`src/logic/ppc_pkg.sv`:
```
package ppc_pkg;

   // byte offsets on the management register interface
   localparam logic [7:0] PORT1_PHY_CONTROL_OFS   = 8'h1d;
   localparam logic [7:0] PORT1_LINK_STATUS_A_OFS = 8'h1e;
   localparam logic [7:0] PORT1_LINK_STATUS_B_OFS = 8'h1f;
   localparam logic [7:0] PORT2_PHY_CONTROL_OFS   = 8'h2d;
   localparam logic [7:0] PORT2_LINK_STATUS_A_OFS = 8'h2e;
   localparam logic [7:0] PORT2_LINK_STATUS_B_OFS = 8'h2f;
   localparam logic [7:0] PORT3_CONTROL_SLOT_OFS  = 8'h3d;
   localparam logic [7:0] PORT3_STATUS_A_SLOT_OFS = 8'h3e;
   localparam logic [7:0] PORT3_LINK_STATUS_B_OFS = 8'h3f;

   // control byte field positions
   localparam int CTL_LED_OFF     = 7;
   localparam int CTL_TX_DISABLE  = 6;
   localparam int CTL_AN_RESTART  = 5;
   localparam int CTL_FEF_DISABLE = 4;
   localparam int CTL_POWER_DOWN  = 3;
   localparam int CTL_MDIX_OFF    = 2;
   localparam int CTL_FORCE_MDI   = 1;
   localparam int CTL_RESERVED    = 0;

   // reset values and the blanked indicator level
   localparam logic [7:0] CONTROL_RESET  = 8'h00;
   localparam logic [7:0] STATUS_RESET   = 8'h00;
   localparam logic [3:0] LED_DARK       = 4'hf;

   // strap capture: edges after reset release before straps are taken
   localparam logic [1:0] STRAP_SETTLE   = 2'h2;

   // live PHY state of one copper/fiber port
   typedef struct packed {
      logic       mdix;          // 1 = crossover mode in use
      logic       an_done;       // auto-negotiation complete
      logic       link_good;     // link up
      logic       partner_pause; // partner advertised pause
      logic [3:0] partner_abil;  // 100fd, 100hd, 10fd, 10hd
   } ppc_phy_stat_s;

   // live MAC state of one port
   typedef struct packed {
      logic rx_fc;     // receive flow control active
      logic tx_fc;     // transmit flow control active
      logic speed100;  // 1 = 100 Mb/s
      logic full_dup;  // 1 = full duplex
      logic far_fault; // far-end fault seen
   } ppc_mac_stat_s;

   // decoded control levels toward one PHY
   typedef struct packed {
      logic tx_disable;
      logic an_restart;    // one-cycle pulse
      logic fef_enable;
      logic power_down;
      logic auto_mdix_off;
      logic force_mdi;
   } ppc_ctrl_s;

   // whole state of the register bank
   typedef struct packed {
      logic [7:0] ctrl1;
      logic [7:0] ctrl2;
      logic [1:0] strap_meta;
      logic [1:0] strap_sync;
      logic [1:0] strap_cnt;
      logic       strap_done;
      logic [7:0] rdata;
      logic       rvalid;
      logic [3:0] led1;
      logic [3:0] led2;
      ppc_ctrl_s  out1;
      ppc_ctrl_s  out2;
      logic [7:0] miim_ctrl;
      logic [7:0] miim_stat;
   } ppc_state_s;

endpackage

```
`src/logic/ppc_port_regs.sv`:
```
`timescale 1ns/1ps

// Summary of operation
// RULE1: led off bit blanks port indicators
// RULE2: blanked indicators are all driven high
// RULE3: bit 6 disables port transmitter
// RULE4: writing bit 5 restarts auto-negotiation
// RULE5: bit 4 zero enables far-end fault
// RULE6: bit 3 powers down, port 1 only
// RULE7: bit 2 disables auto crossover; strap on port 2
// RULE8: bit 1 forces straight or crossover mode
// RULE9: bit 0 reserved, software keeps zero
// RULE10: status a bit 7 is crossover state
// RULE11: status a bit 6 is negotiation done
// RULE12: status a bit 5 is link good
// RULE13: status a bit 4 is partner pause
// RULE14: status a bits 3..0 partner abilities
// RULE15: status b bit 4 receive flow control
// RULE16: status b bit 3 transmit flow control
// RULE17: status b bit 2 is 100 Mb/s speed
// RULE18: status b bit 1 is full duplex
// RULE19: status b bit 0 far-end fault, port 1
// RULE20: status b exists for all three ports
// RULE21: port 3 control and status a reserved
// RULE22: control and status a mirrored to management
// RULE23: restart bit self-clears after launching
// RULE24: status is live, reads have no effect
module ppc_port_regs (
   // clock and reset
   input  wire logic                   sys_clk,
   input  wire logic                   sys_rst,
   // management register interface
   input  wire logic [7:0]             reg_addr,
   input  wire logic                   reg_wr,
   input  wire logic                   reg_rd,
   input  wire logic [7:0]             reg_wdata,
   output logic      [7:0]             reg_rdata,
   output logic                        reg_rvalid,
   // phy management mirror
   input  wire logic                   miim_port_sel,
   input  wire logic                   miim_ctrl_wr,
   input  wire logic [7:0]             miim_ctrl_wdata,
   output logic      [7:0]             miim_ctrl_rdata,
   output logic      [7:0]             miim_stat_rdata,
   // strap pins, sampled after reset release
   input  wire logic                   port2_crossover_auto_off_strap,
   input  wire logic                   port2_crossover_force_strap,
   // live port state
   input  wire ppc_pkg::ppc_phy_stat_s port1_phy_stat,
   input  wire ppc_pkg::ppc_phy_stat_s port2_phy_stat,
   input  wire ppc_pkg::ppc_mac_stat_s port1_mac_stat,
   input  wire ppc_pkg::ppc_mac_stat_s port2_mac_stat,
   input  wire ppc_pkg::ppc_mac_stat_s port3_mac_stat,
   // indicator drive from the led logic
   input  wire logic [3:0]             port1_led_raw,
   input  wire logic [3:0]             port2_led_raw,
   // indicator pins
   output logic      [3:0]             port1_indicator_out,
   output logic      [3:0]             port2_indicator_out,
   // control levels toward the phys
   output ppc_pkg::ppc_ctrl_s          port1_phy_ctrl,
   output ppc_pkg::ppc_ctrl_s          port2_phy_ctrl
);

   ppc_pkg::ppc_state_s st_r;   // all registered state
   ppc_pkg::ppc_state_s st_nxt; // next value of the state

   // first status byte from live phy state
   function automatic logic [7:0] stat_a(input ppc_pkg::ppc_phy_stat_s p);
      stat_a = {p.mdix,                 // [RULE10]
                p.an_done,              // [RULE11]
                p.link_good,            // [RULE12]
                p.partner_pause,        // [RULE13]
                p.partner_abil};        // [RULE14]
   endfunction

   // second status byte; fault only kept on the fiber port
   function automatic logic [7:0] stat_b(input ppc_pkg::ppc_mac_stat_s m,
                                         input logic fiber);
      stat_b = {3'h0,
                m.rx_fc,                // [RULE15]
                m.tx_fc,                // [RULE16]
                m.speed100,             // [RULE17]
                m.full_dup,             // [RULE18]
                m.far_fault & fiber};   // [RULE19]
   endfunction

   // decode a control byte into phy levels
   function automatic ppc_pkg::ppc_ctrl_s decode(input logic [7:0] c,
                                                 input logic restart,
                                                 input logic fiber);
      decode.tx_disable    = c[ppc_pkg::CTL_TX_DISABLE];        // [RULE3]
      decode.an_restart    = restart;                           // [RULE4]
      decode.fef_enable    = ~c[ppc_pkg::CTL_FEF_DISABLE];      // [RULE5]
      // only the fiber port can be powered down
      decode.power_down    = c[ppc_pkg::CTL_POWER_DOWN] & fiber; // [RULE6]
      decode.auto_mdix_off = c[ppc_pkg::CTL_MDIX_OFF];          // [RULE7]
      // force value only matters while auto crossover is off
      decode.force_mdi     = c[ppc_pkg::CTL_FORCE_MDI];         // [RULE8]
   endfunction

   // store a written control byte; restart never stays set
   function automatic logic [7:0] store(input logic [7:0] w);
      store = w;
      store[ppc_pkg::CTL_AN_RESTART] = 1'b0;                   // [RULE23]
   endfunction

   // indicator pins, blanked high when led off is set
   function automatic logic [3:0] led(input logic [7:0] c,
                                      input logic [3:0] raw);
      if (c[ppc_pkg::CTL_LED_OFF]) begin
         led = ppc_pkg::LED_DARK;                              // [RULE1] [RULE2]
      end else begin
         led = raw;
      end
   endfunction

   // next-state logic
   always_comb begin
      logic       wr1;     // register write to port 1 control
      logic       wr2;     // register write to port 2 control
      logic       mwr1;    // mirror write to port 1 control
      logic       mwr2;    // mirror write to port 2 control
      logic       rst1;    // restart request port 1
      logic       rst2;    // restart request port 2
      logic [7:0] mctl;    // control byte seen by the mirror
      wr1  = 1'b0;
      wr2  = 1'b0;
      mwr1 = 1'b0;
      mwr2 = 1'b0;
      rst1 = 1'b0;
      rst2 = 1'b0;
      mctl = 8'h00;
      st_nxt = st_r;

      // strap synchroniser; counter waits for clean samples
      st_nxt.strap_meta = {port2_crossover_auto_off_strap,
                           port2_crossover_force_strap};
      st_nxt.strap_sync = st_r.strap_meta;
      if (!st_r.strap_done) begin
         if (st_r.strap_cnt == ppc_pkg::STRAP_SETTLE) begin
            // load port 2 crossover defaults from the straps once
            st_nxt.strap_done = 1'b1;
            st_nxt.ctrl2[ppc_pkg::CTL_MDIX_OFF]  = st_r.strap_sync[1]; // [RULE7]
            st_nxt.ctrl2[ppc_pkg::CTL_FORCE_MDI] = st_r.strap_sync[0]; // [RULE8]
         end else begin
            st_nxt.strap_cnt = st_r.strap_cnt + 2'h1;
         end
      end

      // writes are held off until the strap defaults are in,
      // so an early write cannot be overwritten by the straps
      if (st_r.strap_done) begin
         wr1  = reg_wr && reg_addr == ppc_pkg::PORT1_PHY_CONTROL_OFS;
         wr2  = reg_wr && reg_addr == ppc_pkg::PORT2_PHY_CONTROL_OFS;
         // register bus wins over the mirror in the same cycle
         mwr1 = miim_ctrl_wr && !miim_port_sel && !reg_wr;     // [RULE22]
         mwr2 = miim_ctrl_wr && miim_port_sel && !reg_wr;      // [RULE22]
      end

      // control byte updates; reserved bit 0 stored as written
      if (wr1) begin
         st_nxt.ctrl1 = store(reg_wdata);                      // [RULE9]
         rst1 = reg_wdata[ppc_pkg::CTL_AN_RESTART];
      end else if (mwr1) begin
         st_nxt.ctrl1 = store(miim_ctrl_wdata);
         rst1 = miim_ctrl_wdata[ppc_pkg::CTL_AN_RESTART];
      end
      if (wr2) begin
         st_nxt.ctrl2 = store(reg_wdata);                      // [RULE9]
         rst2 = reg_wdata[ppc_pkg::CTL_AN_RESTART];
      end else if (mwr2) begin
         st_nxt.ctrl2 = store(miim_ctrl_wdata);
         rst2 = miim_ctrl_wdata[ppc_pkg::CTL_AN_RESTART];
      end

      // phy controls follow the new byte without extra lag
      st_nxt.out1 = decode(st_nxt.ctrl1, rst1, 1'b1);          // [RULE4]
      st_nxt.out2 = decode(st_nxt.ctrl2, rst2, 1'b0);
      st_nxt.led1 = led(st_nxt.ctrl1, port1_led_raw);
      st_nxt.led2 = led(st_nxt.ctrl2, port2_led_raw);

      // register read; status comes live, reads change nothing
      st_nxt.rvalid = reg_rd;
      st_nxt.rdata  = ppc_pkg::STATUS_RESET;
      if (reg_rd) begin
         unique case (reg_addr)
            ppc_pkg::PORT1_PHY_CONTROL_OFS: begin
               st_nxt.rdata = st_r.ctrl1;
            end
            ppc_pkg::PORT1_LINK_STATUS_A_OFS: begin
               st_nxt.rdata = stat_a(port1_phy_stat);          // [RULE24]
            end
            ppc_pkg::PORT1_LINK_STATUS_B_OFS: begin
               st_nxt.rdata = stat_b(port1_mac_stat, 1'b1);    // [RULE20]
            end
            ppc_pkg::PORT2_PHY_CONTROL_OFS: begin
               st_nxt.rdata = st_r.ctrl2;
            end
            ppc_pkg::PORT2_LINK_STATUS_A_OFS: begin
               st_nxt.rdata = stat_a(port2_phy_stat);          // [RULE24]
            end
            ppc_pkg::PORT2_LINK_STATUS_B_OFS: begin
               st_nxt.rdata = stat_b(port2_mac_stat, 1'b0);    // [RULE20]
            end
            ppc_pkg::PORT3_LINK_STATUS_B_OFS: begin
               st_nxt.rdata = stat_b(port3_mac_stat, 1'b0);    // [RULE20]
            end
            // port 3 has no phy: its slots read zero
            ppc_pkg::PORT3_CONTROL_SLOT_OFS,
            ppc_pkg::PORT3_STATUS_A_SLOT_OFS: begin
               st_nxt.rdata = ppc_pkg::STATUS_RESET;           // [RULE21]
            end
            // unmapped addresses also read zero
            default: begin
               st_nxt.rdata = ppc_pkg::STATUS_RESET;
            end
         endcase
      end

      // mirror view of the selected port, refreshed every cycle
      if (miim_port_sel) begin
         mctl = st_r.ctrl2;
         st_nxt.miim_stat = stat_a(port2_phy_stat);            // [RULE22]
      end else begin
         mctl = st_r.ctrl1;
         st_nxt.miim_stat = stat_a(port1_phy_stat);            // [RULE22]
      end
      st_nxt.miim_ctrl = mctl;
   end

   // state register; asynchronous reset to constants only
   always_ff @(posedge sys_clk or posedge sys_rst) begin
      if (sys_rst) begin
         st_r <= '{ctrl1:      ppc_pkg::CONTROL_RESET,
                    ctrl2:      ppc_pkg::CONTROL_RESET,
                    strap_meta: 2'h0,
                    strap_sync: 2'h0,
                    strap_cnt:  2'h0,
                    strap_done: 1'b0,
                    rdata:      ppc_pkg::STATUS_RESET,
                    rvalid:     1'b0,
                    led1:       4'h0,
                    led2:       4'h0,
                    out1:       '{fef_enable: 1'b1, default: 1'b0},
                    out2:       '{fef_enable: 1'b1, default: 1'b0},
                    miim_ctrl:  ppc_pkg::CONTROL_RESET,
                    miim_stat:  ppc_pkg::STATUS_RESET};
      end else begin
         st_r <= st_nxt;
      end
   end

   // every output straight from the state register
   assign reg_rdata           = st_r.rdata;
   assign reg_rvalid          = st_r.rvalid;
   assign miim_ctrl_rdata     = st_r.miim_ctrl;
   assign miim_stat_rdata     = st_r.miim_stat;
   assign port1_indicator_out = st_r.led1;
   assign port2_indicator_out = st_r.led2;
   assign port1_phy_ctrl      = st_r.out1;
   assign port2_phy_ctrl      = st_r.out2;

endmodule

```
`config.mk`:
```
export PLATFORM = sky130hd
export DESIGN_NAME = ppc_port_regs
export DESIGN_NICKNAME = d
export VERILOG_FILES = /design/src/logic/ppc_pkg.sv /design/src/logic/ppc_port_regs.sv
export SDC_FILE = /design/constraint.sdc
export NUM_CORES = 1
export LEC_CHECK = 0
export BUFFER_PORTS_ARGS = -buffer_cell sky130_fd_sc_hd__buf_4
export CAP_MARGIN = 20
export CORE_ASPECT_RATIO = 1.5
export CORE_MARGIN = 2
export CORE_UTILIZATION = 45
export CTS_CLUSTER_DIAMETER = 100
export DETAILED_ROUTE_END_ITERATION = 8
export GPL_TIMING_DRIVEN = 0
export PLACE_DENSITY = 0.85
export RECOVER_POWER = 50
export SLEW_MARGIN = 20
export SYNTH_ARGS = -nofsm -noshare
export SYNTH_HDL_FRONTEND = slang
export SYNTH_SLANG_ARGS = --single-unit
```
`constraint.sdc`:
```
create_clock -name sys_clk -period 2.8 [get_ports sys_clk]
set_input_delay 0.56 -clock sys_clk [delete_from_list [all_inputs] [get_ports sys_clk]]
set_output_delay 0.56 -clock sys_clk [all_outputs]
set_load 0.1 [all_outputs]
```
==> qor.yml <==
worst_setup_path:
  crit_chain: "buf_4 > buf_2 > nor4b_4 > nor3b_1 > buf_2 > nor2_1 > a21o_1"
  cpMostUsedCell: "buf_2"
  cpMaxStageDelayCell: "nor4b_4"
  worstSetupPathType: "input port to register"
  crit_start: "reg_addr[5]"
  path_delay_family: "simple AND/OR/NAND/NOR gates"
  path_max_fanout: 10
  cp-start-kind: "input port"
  timing.rr.start: "st_r[45]$_DFF_PP0_"
  path_buf_inv: 3
  end_kind: "register"
  critPathMaxStageDelay_ns: 0.54
  required_ns: 3.02
  arrival_ns: 2.47
cts:
  worst_setup_hold_path_clk_slew_ns: 0.06
  numCtsBuffers: 9
  post_cts_buffers: 0
  clockBufferDepth: 2
  h-tree-depth: 3
  root_buffer: "clkbuf_8"
  cts.sinks: 57
  cts_resized: 0
  cts_tree: "done"
  hold_buffers: 0
  clock_latency_ns: 0.33
power:
  power_density_mw_per_mm2: 662
  p_leak_nw: 1.94
  vdd_drop_max_uv: 424
global_routing:
  use_met3_pct: 5.18
  grt_usage_pct: 20.3
  use_met2_pct: 37.5
  grt.busiest_layer: "met2"
  grt_overflow: 0
  antenna_found_initial: 0
  grt_max_degree: 58
  grt_pass1_wl_um: 11300
  grt_pass1_vias: 2475
  met1_usage_pct: 20.9
layout:
  drive_above_1_share_pct: 49.0
  seq_area_mm2: 0.00143
  syn_to_final_growth_pct: 35.5
  n_antenna_cell: 0
  fin_nets: 452
  n_fill_cell: 550
  stdcell_count: 460
  multi_input_area_mm2: 0.00111
  stdcell_area_mm2: 0.00398
route:
  via_per_inst: 5.14
  wire_per_inst_um: 15.2
  route.detailed.drc: 0
  ant_nets: 0
  first_pass_iters: 4
  drt_iter0_drc: 52
  routed_wl_um: 7000
  num_vias: 2364
floorplan:
  die_x_um: 70.0
  die_h_um: 103
  num_rows: 36
  dieArea_mm2: 0.00720
  ios: 116
  core_mm2: 0.00640
  initial_core_util_pct: 45.9
place:
  hpwl_um: 5440
  numPlacedInstances: 445
  place.gp.congestion: 0.817
  dpl_cell_area_mm2: 0.00383
  portBuffers: 106
  post-place-ws_ns: 0.182
job:
  cap_violations: 0
yosys:
  ys_top_cells_by_count: "55 x dfrtp_1, 44 x buf_4, 21 x mux2_2"
  synth_area_per_cell_um2: 11.2
  yosysUniqueCellTypes: 41
  synth_top_family_by_area: "compound AO/OA/AOI/OAI gates"
  synth_warnings: 0
  synth-compound-area-share_pct: 14.3
  yosys.area.top_type_share_pct: 46.8
  ys.flop_type: "dfrtp_1"
  synth_area_leaders: "dfrtp_1 47%, buf_4 11%, mux2_2 8.0%"
  synth_xor_area_share_pct: 0.298
  synth.most_common_cell: "dfrtp_1"
  yosysTopAreaCell: "dfrtp_1"
  synth_cells: 262
  muxShareOfSynthArea_pct: 10.5
  synthSimpleGateAreaFrac_pct: 12.1
  ys_seq_area_share_pct: 48.6
  async_flop_share_pct: 100
  synth-seq-cells: 57
  synth-edff-count: 0
  synth_fa_ha_area_share_pct: 0.426
  synth_area_mm2: 0.00294
sta:
  timing.fmax_ghz: 0.444
  finalSetupTns_ns: 0
  fin_crit_ns: 2.25
  slew_violations: 0
  relSlewSlack_pct: 21.3
  worstMarginPinSlew_ns: 1.19
  whs_ns: 0.331
  hold_viol_final: 0
  setup_viol: 0
  finalWorstSetupSlack_ns: 0.548
  rsz0062_at_grt: "no"
  timing.final.crit_share_pct: 80.4
  fin_skew_ns: 0.00588
run_status:
  status: "completed"
worst_hold_path:
  hp-class: "input port to async pin"
-- metal layers --
metal  routed length (µm)  vias up
met5                    0        -
met4                  184        0
met3                  463       14
met2                 3810       92
met1                 2540     1136
li1                     -     1122
-- per-stage QoR --
stage	utilization [%]	total power, W
floorplan	-	0.00173
global placement	59.9	0.00195
detailed placement	60.0	0.00197
CTS	62.8	0.00267
global route	62.2	0.00274
finish	62.2	0.00263
-- power by group --
| part | internal [W] | total [W] | switching (W) |
|---|---|---|---|
| clock | 0.000384 | 0.000694 | 0.000310 |
| combinational | 0.000299 | 0.000975 | 0.000676 |
| sequential | 0.000915 | 0.000965 | 0.0000501 |
-- final cells by class --
cell class	instances	share of cell area (%)
Buffer	57	9.62
Clock buffer	12	4.15
Clock inverter	3	0.377
Inverter	5	0.534
Multi-Input combinational cell	144	27.9
Sequential cell	57	35.9
Tap cell	76	2.39
Timing Repair Buffer	106	19.1
-- cell usage in the layout (no fill, tap or decap), types with 4 or more instances in the layout --
master	n
buf_4	138
dfrtp_1	55
mux2_2	21
clkbuf_1	17
a22oi_1	16
nor2_1	15
clkbuf_8	12
a22o_1	11
nand2_1	10
a21o_1	10
nand2b_1	8
o22ai_1	6
mux2i_1	5
a21oi_1	4
inv_1	4
o21a_1	4
-- cell families (layout without fill, tap and decap cells) --
| group | Yosys count | count (layout) |
|---|---|---|
| AO/OA/AOI/OAI | 56 | 56 |
| XOR/XNOR | 1 | 1 |
| adder cells (fa/ha/maj) | 1 | 1 |
| buffers and inverters | 62 | 183 |
| flip-flops | 57 | 57 |
| multiplexers | 27 | 27 |
| other | 1 | 2 |
| AND/OR/NAND/NOR | 57 | 57 |
-- state kept, by name (all words and copies together), names as in the netlist --
signal               count
miim_stat_rdata          8
port2_indicator_out      4
reg_rdata                8
reg_rvalid               1
port1_indicator_out      4
st_r                    19
st_nxt                   2
port2_phy_ctrl           2
port1_phy_ctrl           2
miim_ctrl_rdata          7
-- path summary, 6_finish.rpt --
path                                                    endpoint  slack [ns]  cells after the start
max in group asynchronous           miim_stat_rdata[3]$_DFF_PP0_        2.01                      2
worst min register to register                st_r[48]$_DFF_PP0_        0.35                      0
min in group sys_clk                          st_r[48]$_DFF_PP0_        0.35                      0
worst min-delay path            port1_indicator_out[1]$_DFF_PP0_        0.33                      2
worst max register to register  port1_indicator_out[3]$_DFF_PP0_        0.77                      5
worst max-delay path                        st_r[62]$_DFFE_PP0P_        0.55                      7
Note: power is estimated with default switching activity, not from simulation.
